===== config.mk =====
export PLATFORM = sky130hd
export DESIGN_NAME = emcc_top
export DESIGN_NICKNAME = d
export VERILOG_FILES = /design/src/design/emcc_pkg.sv /design/src/design/emcc_top.sv
export SDC_FILE = /design/constraint.sdc
export NUM_CORES = 1
export LEC_CHECK = 0
export BUFFER_PORTS_ARGS = -buffer_cell sky130_fd_sc_hd__buf_2
export CORE_ASPECT_RATIO = 2
export CORE_MARGIN = 5
export CORE_UTILIZATION = 62
export DETAILED_ROUTE_END_ITERATION = 8
export PLACE_DENSITY = 0.9
export SLEW_MARGIN = 10
export SYNTH_ARGS = -nofsm -noshare
export SYNTH_HDL_FRONTEND = slang
export SYNTH_SLANG_ARGS = --single-unit

===== constraint.sdc =====
create_clock -name i_clk -period 13.8 [get_ports i_clk]
set_input_delay 3.45 -clock i_clk [delete_from_list [all_inputs] [get_ports i_clk]]
set_output_delay 3.45 -clock i_clk [all_outputs]
set_load 0.1 [all_outputs]

===== src/design/emcc_pkg.sv =====
// Purpose: constants for the external memory channel config block
// Assumes: 32-bit register port, 100 MHz system clock
// Notes:   channel registers sit one word apart from offset zero
package emcc_pkg;
   localparam int          NUM_CH         = 3;
   localparam logic [7:0]  OFS_CH2_CTRL   = 8'h00;
   localparam logic [7:0]  OFS_CH3_CTRL   = 8'h04;
   localparam logic [7:0]  OFS_CH4_CTRL   = 8'h08;
   localparam logic [7:0]  OFS_STEP       = 8'h04;
   localparam logic [31:0] CTRL_RST       = 32'h0000_0000;
   localparam logic [31:0] CTRL_WR_MASK   = 32'hFFFF_FFAF;
   localparam int          POS_BASE       = 20;
   localparam int          POS_PAGE       = 18;
   localparam int          POS_PWAIT      = 16;
   localparam int          POS_NWAIT      = 12;
   localparam int          POS_SPAN       = 8;
   localparam int          POS_WIDTH      = 7;
   localparam int          POS_BEPOL      = 5;
   localparam int          POS_EN         = 3;
   localparam int          POS_SH         = 0;
   localparam logic [3:0]  SPAN_MAX       = 4'hA;
   localparam logic [5:0]  WAIT_EXT_ACK   = 6'h3F;
   localparam logic [1:0]  PAGE_OFF       = 2'h0;
   localparam logic [4:0]  PAGE_W1        = 5'h04;
   localparam logic [4:0]  PAGE_W2        = 5'h08;
   localparam logic [4:0]  PAGE_W3        = 5'h10;
   localparam logic [31:0] WORD_STEP      = 32'h0000_0004;
   typedef enum logic [3:0] {
      ST_IDLE   = 4'b0001,
      ST_SETUP  = 4'b0010,
      ST_STROBE = 4'b0100,
      ST_HOLD   = 4'b1000
   } emcc_state_t;
endpackage : emcc_pkg


===== src/design/emcc_top.sv =====
// Purpose: control registers and access sequencer for memory channels
// Assumes: one request at a time; burst length 1 to 16 words
// Notes:   data path lives outside; this drives strobes and address
`timescale 1ns/1ns
module emcc_top
   import emcc_pkg::*;
(
   input  wire logic                  i_clk,
   input  wire logic                  i_arst_n,
   input  wire logic [7:0]            i_reg_addr,
   input  wire logic [31:0]           i_reg_wdata,
   input  wire logic                  i_reg_wr,
   input  wire logic                  i_reg_rd,
   output      logic [31:0]           o_reg_rdata,
   input  wire logic                  i_req,
   input  wire logic [31:0]           i_addr,
   input  wire logic                  i_we,
   input  wire logic [3:0]            i_be,
   input  wire logic [4:0]            i_burst_len,
   output      logic                  o_ready,
   output      logic                  o_word_done,
   output      logic                  o_miss,
   output      logic [31:0]           o_ext_addr,
   output      logic [emcc_pkg::NUM_CH-1:0] o_ce_n,
   output      logic                  o_oe_n,
   output      logic                  o_we_n,
   output      logic [3:0]            o_byte_lane_strobes_n,
   input  wire logic                  i_ack_n,
   output      logic                  o_ack_n,
   output      logic                  o_ack_oe
);
   import emcc_pkg::*;

   logic [31:0]         cfg_ff [NUM_CH];
   logic [NUM_CH-1:0]   hit;
   logic [31:0]         sel_cfg;
   logic [1:0]          sel_ch;
   emcc_state_t         state_ff, nxt_state;
   logic [31:0]         cur_ff, nxt_cur;
   logic [1:0]          ch_ff, nxt_ch;
   logic [31:0]         addr_ff, nxt_addr;
   logic                we_ff, nxt_we;
   logic [3:0]          be_ff, nxt_be;
   logic [4:0]          len_ff, nxt_len;
   logic [4:0]          word_ff, nxt_word;
   logic                half_ff, nxt_half;
   logic                two_ff, nxt_two;
   logic [5:0]          wait_ff;
   logic [2:0]          sh_ff;
   logic                ack_meta_ff, ack_sync_ff;
   logic                miss_ff;
   logic [31:0]         rdata_ff;
   logic                ext, n_ext, st_done, adv, last_half;
   logic [5:0]          n_wait;
   logic [4:0]          n_pw;
   logic                n_two;

   ////////////////////////////////////////////////////////////////////
   // control registers and channel decode
   generate
      for (genvar i = 0; i < NUM_CH; i++)
      begin : g_ch
         logic [31:0] ofs;
         logic [11:0] msk;
         logic [3:0]  span;
         assign ofs  = 32'(OFS_CH2_CTRL) + 32'(i) * 32'(OFS_STEP);
         assign span = cfg_ff[i][POS_SPAN +: 4];
         assign msk  = ~((12'h001 << span) - 12'h001);
         always_ff @(posedge i_clk or negedge i_arst_n)
         begin
            if (!i_arst_n)
               cfg_ff[i] <= CTRL_RST;
            else if (i_reg_wr && i_reg_addr == ofs[7:0])
               cfg_ff[i] <= i_reg_wdata & CTRL_WR_MASK;
         end
         assign hit[i] = cfg_ff[i][POS_EN] && span <= SPAN_MAX
            && (((i_addr[31:20] ^ cfg_ff[i][POS_BASE +: 12]) & msk)
                == 12'h000);
      end
   endgenerate

   always_comb
   begin
      sel_cfg = cfg_ff[0];
      sel_ch  = 2'h0;
      for (int k = NUM_CH - 1; k >= 0; k--)
      begin
         if (hit[k])
         begin
            sel_cfg = cfg_ff[k];
            sel_ch  = 2'(k);
         end
      end
   end

   always_ff @(posedge i_clk or negedge i_arst_n)
   begin
      if (!i_arst_n)
         rdata_ff <= 32'h0000_0000;
      else if (i_reg_rd && i_reg_addr == OFS_CH2_CTRL)
         rdata_ff <= cfg_ff[0];
      else if (i_reg_rd && i_reg_addr == OFS_CH3_CTRL)
         rdata_ff <= cfg_ff[1];
      else if (i_reg_rd && i_reg_addr == OFS_CH4_CTRL)
         rdata_ff <= cfg_ff[2];
      else
         rdata_ff <= 32'h0000_0000;
   end
   assign o_reg_rdata = rdata_ff;

   ////////////////////////////////////////////////////////////////////
   // acknowledge synchroniser
   always_ff @(posedge i_clk or negedge i_arst_n)
   begin
      if (!i_arst_n)
      begin
         ack_meta_ff <= 1'b1;
         ack_sync_ff <= 1'b1;
      end
      else
      begin
         ack_meta_ff <= i_ack_n;
         ack_sync_ff <= ack_meta_ff;
      end
   end

   ////////////////////////////////////////////////////////////////////
   // sequencer
   assign ext = cur_ff[POS_PAGE +: 2] == PAGE_OFF
      && cur_ff[POS_NWAIT +: 6] == WAIT_EXT_ACK;
   assign n_ext = nxt_cur[POS_PAGE +: 2] == PAGE_OFF
      && nxt_cur[POS_NWAIT +: 6] == WAIT_EXT_ACK;
   assign st_done = ext ? !ack_sync_ff : wait_ff == 6'h00;
   assign last_half = !two_ff || half_ff;
   assign adv = (state_ff == ST_STROBE && st_done
                 && cur_ff[POS_SH +: 3] == 3'h0)
             || (state_ff == ST_HOLD && sh_ff == 3'h1);
   assign n_two = sel_cfg[POS_WIDTH] && (i_burst_len != 5'h01
      || (i_be[3:2] != 2'h0 && i_be[1:0] != 2'h0));

   always_comb
   begin
      case (nxt_cur[POS_PAGE +: 2])
         2'h1:    n_pw = PAGE_W1;
         2'h2:    n_pw = PAGE_W2;
         default: n_pw = PAGE_W3;
      endcase
      if (nxt_cur[POS_PAGE +: 2] == PAGE_OFF)
         n_wait = nxt_cur[POS_NWAIT +: 6];
      else if (((nxt_word & (n_pw - 5'h01)) == 5'h00)
               && !(nxt_two && nxt_half))
         n_wait = {2'h0, nxt_cur[POS_NWAIT +: 4]};
      else
         n_wait = {4'h0, nxt_cur[POS_PWAIT +: 2]};
   end

   always_comb
   begin
      nxt_state = state_ff;
      nxt_cur   = cur_ff;
      nxt_ch    = ch_ff;
      nxt_addr  = addr_ff;
      nxt_we    = we_ff;
      nxt_be    = be_ff;
      nxt_len   = len_ff;
      nxt_word  = word_ff;
      nxt_half  = half_ff;
      nxt_two   = two_ff;
      case (state_ff)
         ST_IDLE:
         begin
            if (i_req && hit != '0)
            begin
               nxt_cur   = sel_cfg;
               nxt_ch    = sel_ch;
               nxt_addr  = i_addr;
               nxt_we    = i_we;
               nxt_be    = i_be;
               nxt_len   = i_burst_len;
               nxt_word  = 5'h00;
               nxt_two   = n_two;
               nxt_half  = !n_two && i_be[1:0] == 2'h0;
               nxt_state = sel_cfg[POS_SH +: 3] != 3'h0
                         ? ST_SETUP : ST_STROBE;
            end
         end
         ST_SETUP:
         begin
            if (sh_ff == 3'h1)
               nxt_state = ST_STROBE;
         end
         ST_STROBE:
         begin
            if (st_done && cur_ff[POS_SH +: 3] != 3'h0)
               nxt_state = ST_HOLD;
         end
         ST_HOLD: ;
         default:
            nxt_state = ST_IDLE;
      endcase
      if (adv)
      begin
         nxt_state = cur_ff[POS_SH +: 3] != 3'h0 ? ST_SETUP : ST_STROBE;
         if (!last_half)
            nxt_half = 1'b1;
         else if (word_ff + 5'h01 < len_ff)
         begin
            nxt_word = word_ff + 5'h01;
            nxt_addr = addr_ff + WORD_STEP;
            nxt_half = 1'b0;
         end
         else
            nxt_state = ST_IDLE;
      end
   end

   always_ff @(posedge i_clk or negedge i_arst_n)
   begin
      if (!i_arst_n)
      begin
         state_ff <= ST_IDLE;
         cur_ff   <= CTRL_RST;
         ch_ff    <= 2'h0;
         addr_ff  <= 32'h0000_0000;
         we_ff    <= 1'b0;
         be_ff    <= 4'h0;
         len_ff   <= 5'h01;
         word_ff  <= 5'h00;
         half_ff  <= 1'b0;
         two_ff   <= 1'b0;
      end
      else
      begin
         state_ff <= nxt_state;
         cur_ff   <= nxt_cur;
         ch_ff    <= nxt_ch;
         addr_ff  <= nxt_addr;
         we_ff    <= nxt_we;
         be_ff    <= nxt_be;
         len_ff   <= nxt_len;
         word_ff  <= nxt_word;
         half_ff  <= nxt_half;
         two_ff   <= nxt_two;
      end
   end

   always_ff @(posedge i_clk or negedge i_arst_n)
   begin
      if (!i_arst_n)
         wait_ff <= 6'h00;
      else if (nxt_state == ST_STROBE
               && (state_ff != ST_STROBE || adv))
         wait_ff <= n_ext ? 6'h00 : n_wait;
      else if (state_ff == ST_STROBE && wait_ff != 6'h00)
         wait_ff <= wait_ff - 6'h01;
   end

   always_ff @(posedge i_clk or negedge i_arst_n)
   begin
      if (!i_arst_n)
         sh_ff <= 3'h0;
      else if ((nxt_state == ST_SETUP || nxt_state == ST_HOLD)
               && (nxt_state != state_ff || adv))
         sh_ff <= nxt_cur[POS_SH +: 3];
      else if (sh_ff != 3'h0)
         sh_ff <= sh_ff - 3'h1;
   end

   always_ff @(posedge i_clk or negedge i_arst_n)
   begin
      if (!i_arst_n)
         miss_ff <= 1'b0;
      else
         miss_ff <= state_ff == ST_IDLE && i_req && hit == '0;
   end

   ////////////////////////////////////////////////////////////////////
   // external pins
   logic strobe;
   assign strobe      = state_ff == ST_STROBE;
   assign o_ready     = state_ff == ST_IDLE;
   assign o_word_done = adv && last_half;
   assign o_miss      = miss_ff;
   assign o_ext_addr  = cur_ff[POS_WIDTH]
                      ? {addr_ff[31:2], half_ff, 1'b0}
                      : {addr_ff[31:2], 2'h0};
   always_comb
   begin
      o_ce_n = '1;
      if (state_ff != ST_IDLE)
         o_ce_n[ch_ff] = 1'b0;
   end
   assign o_oe_n = !(strobe && !we_ff);
   assign o_we_n = !(strobe && we_ff);
   assign o_byte_lane_strobes_n =
      (strobe && (we_ff || !cur_ff[POS_BEPOL])) ? ~be_ff : 4'hF;
   assign o_ack_oe = state_ff != ST_IDLE && !ext;
   assign o_ack_n  = !(strobe && st_done && !ext);

   ////////////////////////////////////////////////////////////////////
   // checks
   logic [6:0] str_len_ff;
   logic [5:0] ld_wait_ff;
   always_ff @(posedge i_clk or negedge i_arst_n)
   begin
      if (!i_arst_n)
      begin
         str_len_ff <= 7'h00;
         ld_wait_ff <= 6'h00;
      end
      else
      begin
         str_len_ff <= strobe && !adv && nxt_state == ST_STROBE
                     ? str_len_ff + 7'h01 : 7'h01;
         if (nxt_state == ST_STROBE && (state_ff != ST_STROBE || adv))
            ld_wait_ff <= n_wait;
      end
   end

   AST_CFG_WR: assert property (@(posedge i_clk) disable iff (!i_arst_n)
      i_reg_wr && i_reg_addr == OFS_CH3_CTRL
      |=> cfg_ff[1] == ($past(i_reg_wdata) & CTRL_WR_MASK))
      else $error("channel register write lost");
   AST_RD_NEXT: assert property (@(posedge i_clk) disable iff (!i_arst_n)
      i_reg_rd && i_reg_addr == OFS_CH4_CTRL |=> o_reg_rdata == cfg_ff[2])
      else $error("register read wrong");
   AST_MISS: assert property (@(posedge i_clk) disable iff (!i_arst_n)
      o_ready && i_req && hit == '0 |=> o_miss && o_ready)
      else $error("miss not flagged");
   AST_RSVD_SPAN: assert property (@(posedge i_clk) disable iff (!i_arst_n)
      cfg_ff[0][POS_SPAN +: 4] > SPAN_MAX |-> !hit[0])
      else $error("reserved span responded");
   AST_EXT_IN: assert property (@(posedge i_clk) disable iff (!i_arst_n)
      strobe && ext |-> !o_ack_oe)
      else $error("ack pin driven in ext mode");
   AST_EXT_WAIT: assert property (@(posedge i_clk) disable iff (!i_arst_n)
      strobe && ext && ack_sync_ff |=> strobe)
      else $error("ext cycle ended without ack");
   AST_WAIT_LEN: assert property (@(posedge i_clk) disable iff (!i_arst_n)
      strobe && !ext && st_done |-> str_len_ff == 7'(ld_wait_ff) + 7'h01)
      else $error("strobe length wrong");
   AST_PAGE_FIRST: assert property (@(posedge i_clk) disable iff (!i_arst_n)
      $rose(strobe) && cur_ff[POS_PAGE +: 2] != PAGE_OFF
      && word_ff == 5'h00 && !half_ff
      |-> wait_ff == {2'h0, cur_ff[POS_NWAIT +: 4]})
      else $error("first page access wait wrong");
   AST_BE_READ: assert property (@(posedge i_clk) disable iff (!i_arst_n)
      strobe && !we_ff && cur_ff[POS_BEPOL] |-> o_byte_lane_strobes_n == 4'hF)
      else $error("byte strobes on read");
   AST_SETUP: assert property (@(posedge i_clk) disable iff (!i_arst_n)
      state_ff == ST_SETUP && sh_ff == 3'h1 |=> strobe)
      else $error("setup not followed by strobe");
   AST_HALVES: assert property (@(posedge i_clk) disable iff (!i_arst_n)
      o_word_done && cur_ff[POS_WIDTH] && len_ff != 5'h01 |-> half_ff)
      else $error("16-bit burst word not split");

   COV_EXT: cover property (@(posedge i_clk) disable iff (!i_arst_n)
      strobe && ext && !ack_sync_ff);
   COV_PAGE: cover property (@(posedge i_clk) disable iff (!i_arst_n)
      o_word_done && cur_ff[POS_PAGE +: 2] != PAGE_OFF && word_ff == 5'h05);
   COV_HALF: cover property (@(posedge i_clk) disable iff (!i_arst_n)
      o_word_done && two_ff);
   COV_SH: cover property (@(posedge i_clk) disable iff (!i_arst_n)
      state_ff == ST_HOLD);
endmodule : emcc_top


==> metrics.txt, run 1 <==
# TYPE chip_impl_metric gauge
chip_impl_info{name="result_of_the_run",value="completed"} 1
chip_impl_metric{name="number_of_antenna_violations_at_the_first_check_in_global_routing",unit=""} 3
chip_impl_metric{name="clkSinkCount",unit=""} 198
chip_impl_metric{name="postRouteAntennaNets",unit=""} 0
chip_impl_metric{name="pwr-share-comb",unit=""} 0.087
chip_impl_metric{name="power_density",unit="nW/um^2"} 101
chip_impl_info{name="grt_setup_unrepaired",value="no"} 1
chip_impl_info{name="reg2reg_from",value="cfg_ff[9]"} 1
chip_impl_metric{name="drcViolationCount",unit=""} 0
chip_impl_metric{name="yosysUniqueCellTypes",unit=""} 90
chip_impl_metric{name="synthesis.area",unit="sq um"} 10500
chip_impl_metric{name="p_switching",unit="mW"} 0.323
chip_impl_info{name="tritoncts",value="done"} 1
chip_impl_metric{name="dpl_hpwl",unit="um"} 21100
chip_impl_metric{name="ctsResizeCount",unit=""} 0
chip_impl_metric{name="yosysTopAreaCellShare",unit=""} 0.462
chip_impl_metric{name="first_pass_iters",unit=""} 7
chip_impl_metric{name="place_ws",unit="ns"} 6.04
chip_impl_metric{name="synth.yosys.seq_area_share",unit=""} 0.472
chip_impl_info{name="cts_root_buf",value="clkbuf_16"} 1
chip_impl_metric{name="yosysWarningCount",unit=""} 0
chip_impl_info{name="synth.largest_area_cell",value="dfrtp_1"} 1
chip_impl_metric{name="worstPathMaxFanout",unit=""} 33
chip_impl_metric{name="detailroute.via_count",unit=""} 9036
chip_impl_metric{name="finalClockSkew",unit="ns"} 0.0103
chip_impl_metric{name="final_core_util",unit=""} 0.720
chip_impl_metric{name="fp.coreArea",unit="sq um"} 16700
chip_impl_metric{name="finalHoldViolCount",unit=""} 0
chip_impl_metric{name="total_leakage_power",unit="nW"} 5.95
chip_impl_metric{name="tightestPinTransition",unit="ns"} 0.853
chip_impl_metric{name="final.setup.tns",unit="ns"} 0
chip_impl_metric{name="slew_headroom",unit=""} 0.431
chip_impl_info{name="worstHoldStart",value="ack_meta_ff"} 1
chip_impl_metric{name="numCtsBuffers",unit=""} 17
chip_impl_metric{name="cts_max_level",unit=""} 4
chip_impl_metric{name="detailed_place.area",unit="sq um"} 11400
chip_impl_metric{name="finalWirelength",unit="um"} 29700
chip_impl_metric{name="grt_use_total",unit=""} 0.305
chip_impl_metric{name="post-route-worst-setup-slack",unit="ns"} 6.37
chip_impl_metric{name="ioPinCount",unit=""} 166
chip_impl_metric{name="cts.repair_timing.setup_buffer_count",unit=""} 0
chip_impl_info{name="reg2reg_to",value="wait_ff[0]"} 1
chip_impl_metric{name="cp_data_required_time",unit="ns"} 14.15
chip_impl_metric{name="wire_per_inst",unit="um"} 21.5
chip_impl_info{name="hold_wc_path_type",value="flop to flop"} 1
chip_impl_metric{name="post_drt_via_cell_ratio",unit=""} 6.52
chip_impl_info{name="hold_path_end",value="ack_sync_ff"} 1
chip_impl_metric{name="cts.reportedPaths.clkPinSlew",unit="ns"} 0.08
chip_impl_metric{name="maximum_number_of_pins_on_one_net_before_global_route_repair",unit=""} 82
chip_impl_metric{name="finalCritPeriodShare",unit=""} 0.538
chip_impl_metric{name="die_w",unit="um"} 102
chip_impl_metric{name="holdPathStages",unit=""} 0
chip_impl_metric{name="detail_route.iter0.violations",unit=""} 796
chip_impl_metric{name="via_count_of_the_first_global_routing_pass",unit=""} 9313
chip_impl_metric{name="port_buffers",unit=""} 158
chip_impl_metric{name="pwr-share-seq",unit=""} 0.503
chip_impl_metric{name="internal_power",unit="mW"} 0.892
chip_impl_metric{name="areaGrowthSynthToFinish",unit="%"} 14.3
chip_impl_metric{name="clockBufferDepth",unit=""} 2
chip_impl_metric{name="synth_enable_flop_cells",unit=""} 0
chip_impl_metric{name="yosys_register_bits",unit=""} 198
chip_impl_metric{name="die-area",unit="sq um"} 19800
chip_impl_metric{name="period_minus_slack",unit="ns"} 7.43
chip_impl_metric{name="finish.cell_count_without_fillers",unit=""} 1385
chip_impl_metric{name="power.share.clock",unit=""} 0.410
chip_impl_metric{name="worst_supply_voltage_drop_on_vdd",unit="mV"} 0.0966
chip_impl_metric{name="clock_latency",unit="ns"} 0.44
chip_impl_info{name="largest_cells_by_area_after_synthesis",value="dfrtp_1 46%, mux2_2 10%, nand2_1 4.0%"} 1
chip_impl_metric{name="fmax",unit="GHz"} 0.135
chip_impl_metric{name="totalPowerFinal",unit="mW"} 1.22
chip_impl_metric{name="rows",unit=""} 67
chip_impl_metric{name="worst-endpoint-arrival",unit="ns"} 7.78
chip_impl_metric{name="postSynth.asyncResetShare",unit=""} 1.00
chip_impl_metric{name="gp_congestion",unit=""} 0.937
chip_impl_metric{name="slew_violations",unit=""} 0
chip_impl_info{name="setup.worst_path.end_class",value="flop"} 1
chip_impl_metric{name="postSynthCellCount",unit=""} 1030
chip_impl_metric{name="die_height",unit="um"} 194
chip_impl_metric{name="postLayoutCellArea",unit="sq um"} 12000
chip_impl_metric{name="dpl.cell_count",unit=""} 1350
chip_impl_info{name="ys_dominant_reg_cell",value="dfrtp_1"} 1
chip_impl_info{name="path_class",value="input pin to flop"} 1
chip_impl_metric{name="r2r_cells",unit=""} 18
chip_impl_metric{name="synth.avg_cell_area",unit="sq um"} 10.2
chip_impl_metric{name="power.share.switching",unit=""} 0.266
chip_impl_metric{name="final.hold.worst_slack",unit="ns"} 0.360
chip_impl_info{name="start_kind",value="input pin"} 1
chip_impl_metric{name="grt_pass1_wl",unit="um"} 46900
chip_impl_metric{name="max-cap-violations",unit=""} 0
chip_impl_metric{name="r2r_slack",unit="ns"} 8.64
chip_impl_metric{name="final_nets",unit=""} 1265
chip_impl_metric{name="finalSetupViolCount",unit=""} 0
chip_impl_metric{name="postCtsHoldBufs",unit=""} 0
chip_impl_metric{name="start_util",unit=""} 0.630
chip_impl_metric{name="post_route_cells_drive_above_1_share",unit=""} 0.283
chip_impl_metric{name="grt.overflow.total",unit=""} 0
[per-layer routing]
layer	vias to the layer above	track usage	wire length [um]
li1	3991	-	-
met1	4398	0.324	9530
met2	495	0.525	15800
met3	152	0.0558	2060
met4	0	0.213	2400
met5	-	0	0
[cell usage in the layout, fill, tap and decap left out, drive strengths merged, types with 13 or more instances in the layout]
cell	instances
a211oi	17
a21oi	49
a222oi	30
buf	168
clkbuf	18
dfrtp	194
ha	15
inv	65
mux2	96
nand2	114
nand3	15
nor2	83
nor3	23
o211ai	13
o21ai	47
xnor2	24
xor2	24
[registers in the layout, summed over array words and instances (netlist names)]
| name | flops |
|---|---|
| o_reg_rdata | 30 |
| ack_meta_ff | 1 |
| wait_ff | 6 |
| word_ff | 5 |
| sh_ff | 3 |
| o_miss | 1 |
| ack_sync_ff | 1 |
| len_ff | 5 |
| two_ff | 1 |
| half_ff | 1 |
| cfg_ff | 90 |
| we_ff | 1 |
| cur_ff | 13 |
| ch_ff | 2 |
| state_ff | 4 |
| be_ff | 4 |
| addr_ff | 30 |
[synthesized netlist by cell type (all sizes together), types with 17 or more instances]
master / count
inv: 57
mux2: 96
clkbuf: 39
a21oi: 49
xnor2: 24
a222oi: 30
a211oi: 17
dfrtp: 194
xor2: 24
nor3: 23
nand2: 114
o21ai: 47
nor2: 83
buf: 19
[power by group through the flow]
stage	logic (mW)	clock network, mW	registers [mW]
after floorplan	0.0617	0	0.617
after global placement	0.101	0	0.621
after detailed placement	0.104	0	0.622
after CTS	0.105	0.501	0.611
after global routing	0.115	0.528	0.613
final	0.105	0.498	0.612
[cells by family (layout without fill, tap and decap cells)]
family | after synthesis | after routing | synth area share
AND/OR/NAND/NOR | 315 | 315 | 0.148
other | 1 | 6 | 0.000357
AO/OA/AOI/OAI | 237 | 237 | 0.168
XOR/XNOR | 48 | 48 | 0.0400
flip-flops | 198 | 198 | 0.472
adder cells (fa/ha/maj) | 15 | 15 | 0.0179
multiplexers | 101 | 101 | 0.109
buffers and inverters | 115 | 258 | 0.0455
[worst max-delay path by stage]
stage               cells past startpoint  slack [ns]         end   startpoint
finish                                 16        6.37  wait_ff[0]   i_addr[29]
global route                           16        6.17  wait_ff[2]   i_addr[29]
CTS                                    16        6.50  wait_ff[2]   i_addr[29]
detailed placement                     16        6.04  wait_ff[2]   i_addr[29]
global placement                       16        6.13  wait_ff[0]   i_addr[29]
floorplan                               3        6.46    o_ack_oe  state_ff[0]
[critical path, cell delays in order]
cell	delay, ns
buf_2	0.16
xnor2_1	0.37
o211ai_1	0.21
a221oi_1	0.32
nand4_1	0.27
nor2_1	0.63
o21a_2	0.71
o22ai_1	0.22
inv_1	0.13
ha_1	0.17
nor2b_1	0.05
nand4b_1	0.08
o211ai_1	0.13
o31ai_2	0.47
nor2_1	0.12
o41ai_2	0.28
[cell type report]
type,instances,area (sq um)
clock buffer,17,425
multi-input combinational,719,5110
antenna,3,7.51
inverter,57,214
clock inverter,15,159
sequential,198,4960
tap,207,259
fill,1183,4670
timing repair buffer,169,882
Note: power is estimated with default switching activity, not from simulation.
==> run 2, diff against run 1 <==
Settings changed: CORE_UTILIZATION 62 to 57, PLACE_DENSITY 0.9 to 0.84.
Clock period 13.8 ns to 7.7 ns, I/O delays scaled along.
==> metrics.txt, run 2 (synthesized netlist as in run 1, its figures left out) <==
# TYPE chip_impl_metric gauge
chip_impl_info{name="worstHoldStart",value="ack_meta_ff"} 1
chip_impl_metric{name="cts.repair_timing.setup_buffer_count",unit=""} 0
chip_impl_info{name="grt_setup_unrepaired",value="no"} 1
chip_impl_metric{name="port_buffers",unit=""} 158
chip_impl_metric{name="worst_supply_voltage_drop_on_vdd",unit="mV"} 0.151
chip_impl_info{name="setup.worst_path.end_class",value="flop"} 1
chip_impl_metric{name="place_ws",unit="ns"} 1.88
chip_impl_metric{name="maximum_number_of_pins_on_one_net_before_global_route_repair",unit=""} 72
chip_impl_info{name="start_kind",value="input pin"} 1
chip_impl_metric{name="rows",unit=""} 70
chip_impl_info{name="result_of_the_run",value="completed"} 1
chip_impl_metric{name="grt.overflow.total",unit=""} 0
chip_impl_metric{name="grt_pass1_wl",unit="um"} 46200
chip_impl_metric{name="final_nets",unit=""} 1267
chip_impl_metric{name="die-area",unit="sq um"} 21400
chip_impl_info{name="path_class",value="input pin to flop"} 1
chip_impl_info{name="reg2reg_from",value="cfg_ff[10]"} 1
chip_impl_info{name="layout_common_cells",value="194 x dfrtp_1, 157 x buf_2, 113 x nand2_1"} 1
chip_impl_info{name="largest_register",value="cfg_ff"} 1
chip_impl_metric{name="fmax",unit="GHz"} 0.181
chip_impl_metric{name="fp.coreArea",unit="sq um"} 18200
chip_impl_metric{name="wire_per_inst",unit="um"} 20.9
chip_impl_metric{name="finalWirelength",unit="um"} 29200
chip_impl_metric{name="first_pass_iters",unit=""} 8
chip_impl_metric{name="postCtsHoldBufs",unit=""} 0
chip_impl_metric{name="post-route-worst-setup-slack",unit="ns"} 2.18
chip_impl_metric{name="clkSinkCount",unit=""} 198
chip_impl_metric{name="detail_route.iter0.violations",unit=""} 615
chip_impl_metric{name="final.setup.tns",unit="ns"} 0
chip_impl_metric{name="cts.reportedPaths.clkPinSlew",unit="ns"} 0.07
chip_impl_metric{name="slew_violations",unit=""} 0
chip_impl_metric{name="p_switching",unit="mW"} 0.560
chip_impl_metric{name="final.hold.worst_slack",unit="ns"} 0.359
chip_impl_metric{name="tightestPinTransition",unit="ns"} 0.892
chip_impl_metric{name="path_buf_inv",unit=""} 1
chip_impl_metric{name="areaGrowthSynthToFinish",unit="%"} 14.5
chip_impl_info{name="timing.critical_path.slowest_stage_cell",value="o31ai_2"} 1
chip_impl_metric{name="max-cap-violations",unit=""} 0
chip_impl_metric{name="die_height",unit="um"} 202
chip_impl_metric{name="pwr-share-comb",unit=""} 0.087
chip_impl_info{name="reg2reg_to",value="wait_ff[1]"} 1
chip_impl_info{name="cp-startpoint",value="i_addr[29]"} 1
chip_impl_metric{name="r2r_slack",unit="ns"} 2.55
chip_impl_metric{name="worst_path_largest_cell_delay",unit="ns"} 0.57
chip_impl_metric{name="period_minus_slack",unit="ns"} 5.52
chip_impl_metric{name="pwr-share-seq",unit=""} 0.509
chip_impl_metric{name="detailroute.via_count",unit=""} 8874
chip_impl_metric{name="fillCellCount",unit=""} 1455
chip_impl_metric{name="dpl_hpwl",unit="um"} 21500
chip_impl_metric{name="numCtsBuffers",unit=""} 17
chip_impl_metric{name="finalClockSkew",unit="ns"} 0.0115
chip_impl_metric{name="clock_latency",unit="ns"} 0.45
chip_impl_metric{name="die_w",unit="um"} 106
chip_impl_metric{name="largest_register_ffs",unit=""} 90
chip_impl_metric{name="grt_use_total",unit=""} 0.276
chip_impl_info{name="top_delay_family_on_crit_path",value="compound AO/OA/AOI/OAI gates"} 1
chip_impl_info{name="worstPathCellList",value="buf_2 > xnor2_1 > o211ai_1 > a221oi_1 > nand4_1 > or2_1 > nand2_4 > a22oi_1 > o211a_1 > ha_1 > nor4_1 > o31ai_2 > mux2i_1 > o31ai_1"} 1
chip_impl_metric{name="postRouteAntennaNets",unit=""} 0
chip_impl_metric{name="power.share.clock",unit=""} 0.404
chip_impl_metric{name="worstPathMaxFanout",unit=""} 19
chip_impl_info{name="cts_root_buf",value="clkbuf_16"} 1
chip_impl_metric{name="finalHoldViolCount",unit=""} 0
chip_impl_metric{name="finalSetupViolCount",unit=""} 0
chip_impl_info{name="layout.cells.most_common",value="dfrtp_1"} 1
chip_impl_info{name="hold_wc_path_type",value="flop to flop"} 1
chip_impl_metric{name="slew_headroom",unit=""} 0.406
chip_impl_metric{name="worst-endpoint-arrival",unit="ns"} 5.86
chip_impl_metric{name="start_util",unit=""} 0.577
chip_impl_metric{name="cp_data_required_time",unit="ns"} 8.04
chip_impl_metric{name="ctsResizeCount",unit=""} 0
chip_impl_metric{name="finalCritPeriodShare",unit=""} 0.717
chip_impl_metric{name="internal_power",unit="mW"} 1.59
chip_impl_metric{name="cts_max_level",unit=""} 4
chip_impl_metric{name="power.share.switching",unit=""} 0.260
chip_impl_info{name="tritoncts",value="done"} 1
chip_impl_metric{name="post_route_cells_drive_above_1_share",unit=""} 0.284
chip_impl_metric{name="clockBufferDepth",unit=""} 2
chip_impl_metric{name="drcViolationCount",unit=""} 0
chip_impl_metric{name="via_count_of_the_first_global_routing_pass",unit=""} 9002
chip_impl_metric{name="power_density",unit="nW/um^2"} 179
chip_impl_metric{name="total_leakage_power",unit="nW"} 5.94
chip_impl_metric{name="ioPinCount",unit=""} 166
chip_impl_metric{name="r2r_cells",unit=""} 19
chip_impl_metric{name="gp_congestion",unit=""} 0.974
chip_impl_metric{name="cp_depth",unit=""} 14
chip_impl_info{name="crit_end",value="wait_ff[1]"} 1
chip_impl_metric{name="post_drt_via_cell_ratio",unit=""} 6.35
chip_impl_metric{name="number_of_antenna_violations_at_the_first_check_in_global_routing",unit=""} 5
## run 2: worst register-to-register path, cell delays in order, from the launching register on
cell,delay (ns)
dfrtp_1,0.54
nor3_1,0.29
nand2_1,0.11
ha_1,0.35
or4bb_1,0.55
a21oi_1,0.14
o32ai_1,0.14
nor4_4,0.40
o2bb2ai_2,0.28
o21a_2,0.18
buf_4,0.33
o22ai_1,0.18
inv_1,0.11
ha_1,0.17
nor2b_1,0.05
nand4b_1,0.08
o211ai_1,0.12
o31ai_2,0.56
mux2i_1,0.21
o31ai_1,0.26
## run 2: worst min-delay path by stage
stage / to / cells past startpoint
after floorplan: ack_sync_ff / 0
after global placement: ack_sync_ff / 0
after detailed placement: ack_sync_ff / 0
after CTS: ack_sync_ff / 0
after global routing: ack_sync_ff / 0
final: ack_sync_ff / 0
## run 2: layer usage
| layer | track usage | routed length, um | part of all wire | up-vias |
|---|---|---|---|---|
| li1 | - | - | - | 4005 |
| met1 | 0.284 | 9570 | 0.33 | 4353 |
| met5 | 0 | 15 | 0.00051 | - |
| met3 | 0.0425 | 1550 | 0.053 | 130 |
| met4 | 0.194 | 2220 | 0.076 | 2 |
| met2 | 0.503 | 15800 | 0.54 | 384 |
## run 2: layout make-up
cell class	instances	area [sq um]	area share
multi-input combinational	719	5110	0.425
sequential	198	4960	0.412
timing repair buffer	171	897	0.0746
antenna	4	10.0	0.000832
inverter	57	214	0.0178
tap	216	270	0.0225
clock buffer	18	429	0.0357
clock inverter	14	141	0.0118
## run 2: stage by stage
stage	instances	power (mW)	instance area [sq um]	utilization
final	1397	2.15	12000	0.660
after global routing	1397	2.23	12000	0.660
after CTS	1393	2.17	12000	0.660
after detailed placement	1361	1.30	11400	0.628
after global placement	1361	1.29	11400	0.628
after floorplan	1032	1.22	10500	-
## run 2: power groups by stage
stage,registers [mW],logic (mW),clock network (mW)
final,1.10,0.187,0.871
after global routing,1.10,0.205,0.928
after CTS,1.09,0.187,0.884
after detailed placement,1.12,0.186,0
after global placement,1.11,0.181,0
after floorplan,1.11,0.111,0
==> run 3, diff against run 2 <==
Settings changed: ABC_AREA from default to 1, CORE_UTILIZATION 57 to 58, PLACE_DENSITY 0.84 to 0.85.
Clock period 7.7 ns to 5.55 ns, I/O delays scaled along.
==> metrics.txt, run 3 <==
# TYPE chip_impl_metric gauge
chip_impl_metric{name="yosys_register_bits",unit=""} 198
chip_impl_metric{name="max-cap-violations",unit=""} 0
chip_impl_metric{name="rows",unit=""} 71
chip_impl_metric{name="postSynthCellCount",unit=""} 1476
chip_impl_metric{name="yosysWarningCount",unit=""} 0
chip_impl_metric{name="fillCellCount",unit=""} 1608
chip_impl_info{name="tritoncts",value="done"} 1
chip_impl_metric{name="grt_use_total",unit=""} 0.285
chip_impl_metric{name="maximum_number_of_pins_on_one_net_before_global_route_repair",unit=""} 107
chip_impl_metric{name="largest_register_ffs",unit=""} 90
chip_impl_metric{name="drcViolationCount",unit=""} 0
chip_impl_metric{name="number_of_antenna_violations_at_the_first_check_in_global_routing",unit=""} 0
chip_impl_info{name="synth.largest_area_cell",value="dfrtp_1"} 1
chip_impl_metric{name="cts.repair_timing.setup_buffer_count",unit=""} 0
chip_impl_metric{name="dpl_hpwl",unit="um"} 22100
chip_impl_metric{name="cp_data_required_time",unit="ns"} 5.91
chip_impl_info{name="path_class",value="input pin to flop"} 1
chip_impl_metric{name="worst_supply_voltage_drop_on_vdd",unit="mV"} 0.197
chip_impl_metric{name="finalSetupViolCount",unit=""} 0
chip_impl_metric{name="final_nets",unit=""} 1710
chip_impl_info{name="result_of_the_run",value="completed"} 1
chip_impl_metric{name="numCtsBuffers",unit=""} 17
chip_impl_info{name="largest_cells_by_area_after_synthesis",value="dfrtp_1 44%, nand2_1 14%, o21ai_0 8.2%"} 1
chip_impl_metric{name="postCtsHoldBufs",unit=""} 0
chip_impl_metric{name="first_pass_iters",unit=""} 8
chip_impl_metric{name="port_buffers",unit=""} 158
chip_impl_metric{name="wire_per_inst",unit="um"} 16.3
chip_impl_metric{name="post_drt_via_cell_ratio",unit=""} 5.52
chip_impl_metric{name="synth_enable_flop_cells",unit=""} 0
chip_impl_metric{name="yosysUniqueCellTypes",unit=""} 50
chip_impl_info{name="layout.cells.most_common",value="nand2_1"} 1
chip_impl_info{name="most_used_standard_cell_by_instance_count_after_synthesis",value="nand2_1"} 1
chip_impl_metric{name="tightestPinTransition",unit="ns"} 0.872
chip_impl_info{name="start_kind",value="input pin"} 1
chip_impl_metric{name="worstPathMaxFanout",unit=""} 8
chip_impl_metric{name="slew_violations",unit=""} 0
chip_impl_metric{name="finalHoldViolCount",unit=""} 0
chip_impl_info{name="critical-path-top-cell-by-count",value="nand2_1"} 1
chip_impl_metric{name="postRouteAntennaNets",unit=""} 0
chip_impl_metric{name="total_leakage_power",unit="nW"} 6.53
chip_impl_metric{name="cts_max_level",unit=""} 4
chip_impl_metric{name="ctsResizeCount",unit=""} 0
chip_impl_metric{name="clkSinkCount",unit=""} 198
chip_impl_metric{name="worst_path_largest_cell_delay",unit="ns"} 0.40
chip_impl_metric{name="fmax",unit="GHz"} 0.237
chip_impl_metric{name="grt.overflow.total",unit=""} 0
chip_impl_metric{name="worst-endpoint-arrival",unit="ns"} 4.58
chip_impl_metric{name="power_density",unit="nW/um^2"} 251
chip_impl_metric{name="finalCritPeriodShare",unit=""} 0.761
chip_impl_info{name="top_delay_family_on_crit_path",value="simple AND/OR/NAND/NOR gates"} 1
chip_impl_metric{name="die_height",unit="um"} 205
chip_impl_metric{name="detailroute.via_count",unit=""} 10400
chip_impl_metric{name="gp_congestion",unit=""} 0.972
chip_impl_metric{name="path_buf_inv",unit=""} 4
chip_impl_metric{name="seqCellArea",unit="sq um"} 4960
chip_impl_metric{name="clock_latency",unit="ns"} 0.44
chip_impl_metric{name="period_minus_slack",unit="ns"} 4.23
chip_impl_metric{name="detail_route.iter0.violations",unit=""} 711
chip_impl_info{name="synth.cells.most_frequent",value="423 x nand2_1, 194 x dfrtp_1, 187 x inv_1, 181 x o21ai_0, 98 x nand3_1"} 1
chip_impl_metric{name="finalWirelength",unit="um"} 30600
chip_impl_metric{name="die_w",unit="um"} 108
chip_impl_info{name="layout_common_cells",value="423 x nand2_1, 194 x dfrtp_1, 187 x inv_1"} 1
chip_impl_metric{name="die-area",unit="sq um"} 22100
chip_impl_metric{name="grt_pass1_wl",unit="um"} 49500
chip_impl_metric{name="synth.yosys.seq_area_share",unit=""} 0.449
chip_impl_info{name="setup.worst_path.end_class",value="flop"} 1
chip_impl_metric{name="areaGrowthSynthToFinish",unit="%"} 13.6
chip_impl_info{name="largest_register",value="cfg_ff"} 1
chip_impl_metric{name="ioPinCount",unit=""} 166
chip_impl_metric{name="yosysTopAreaCellShare",unit=""} 0.440
chip_impl_metric{name="final.setup.tns",unit="ns"} 0
chip_impl_metric{name="post-route-worst-setup-slack",unit="ns"} 1.32
chip_impl_metric{name="insertedDiodeCount",unit=""} 0
chip_impl_info{name="ys_dominant_reg_cell",value="dfrtp_1"} 1
chip_impl_metric{name="cts.reportedPaths.clkPinSlew",unit="ns"} 0.07
chip_impl_info{name="grt_setup_unrepaired",value="no"} 1
chip_impl_metric{name="place_ws",unit="ns"} 0.930
chip_impl_info{name="hold_wc_path_type",value="flop to flop"} 1
chip_impl_metric{name="multi_input_comb_area",unit="sq um"} 5040
chip_impl_metric{name="synth.avg_cell_area",unit="sq um"} 7.48
chip_impl_metric{name="finalClockSkew",unit="ns"} 0.0120
chip_impl_metric{name="clockBufferDepth",unit=""} 2
chip_impl_metric{name="post_route_cells_drive_above_1_share",unit=""} 0.160
chip_impl_metric{name="slew_headroom",unit=""} 0.418
chip_impl_info{name="cts_root_buf",value="clkbuf_16"} 1
chip_impl_metric{name="via_count_of_the_first_global_routing_pass",unit=""} 10200
chip_impl_metric{name="synthesis.area",unit="sq um"} 11000
chip_impl_metric{name="postSynth.asyncResetShare",unit=""} 1.00
chip_impl_metric{name="start_util",unit=""} 0.589
chip_impl_metric{name="fp.coreArea",unit="sq um"} 18700
chip_impl_info{name="timing.critical_path.slowest_stage_cell",value="a21boi_0"} 1
## run 3: cell count changes after synthesis, sizes merged, moves of 14 or more
cell    delta
nand2    +320
o21ai    +141
xnor2     -14
nand3     +86
a211oi    -17
a21oi     -18
xor2      +14
a222oi    -30
inv      +147
mux2      -96
nor2      +22
## run 3: metal layers
layer,routed length (um),vias to the layer above,GRT usage
met2,15700,425,0.498
met1,11000,4829,0.318
met3,1640,138,0.0325
met5,0,-,0
li1,-,4960,-
met4,2220,0,0.198
## run 3: through the flow
step	power [mW]	std cells	utilization	area [sq um]	hold slack, ns
floorplan	1.81	1478	-	11000	0.345
global placement	1.94	1843	0.639	12000	0.346
detailed placement	1.95	1843	0.639	12000	0.349
CTS	3.15	1875	0.669	12500	0.360
global route	3.28	1875	0.669	12500	0.366
finish	3.14	1875	0.669	12500	0.358
## run 3: cell type report
cell class,count,area share
Sequential cell,198,0.396
Tap cell,255,0.0255
Multi-Input combinational cell,1017,0.402
Clock buffer,18,0.0342
Clock inverter,14,0.0105
Timing Repair Buffer,167,0.0702
Inverter,206,0.0617
## run 3: power by group
part	total [mW]	internal, mW	switching [mW]
Sequential	1.55	1.50	0.0487
Clock	1.21	0.597	0.618
Combinational	0.383	0.128	0.254
Total	3.14	2.22	0.921
## run 3: cells by family (layout without fill, tap and decap cells)
family / Yosys count / after routing / share of synthesized area
other: 1 / 3 / 0.000340
muxes: 1 / 1 / 0.000907
DFF: 198 / 198 / 0.449
buffers and inverters: 263 / 405 / 0.0941
xor gates and xnor gates: 48 / 48 / 0.0381
adders and majority gates: 15 / 15 / 0.0170
AOI/OAI and AO/OA: 257 / 257 / 0.128
and+or+nand+nor: 693 / 693 / 0.272
## run 3: final timing paths
check                      slack (ns)  depth (start not counted)         from               to
max in group asynchronous        3.49                          2     i_arst_n       wait_ff[1]
setup reg to reg                 1.45                         26   cfg_ff[74]       wait_ff[0]
hold / removal                   0.36                          0  ack_meta_ff      ack_sync_ff
setup / recovery                 1.32                         25   i_addr[31]       wait_ff[0]
hold reg to reg                  0.36                          0  ack_meta_ff      ack_sync_ff
min in group asynchronous        1.00                          1     i_arst_n  o_reg_rdata[28]
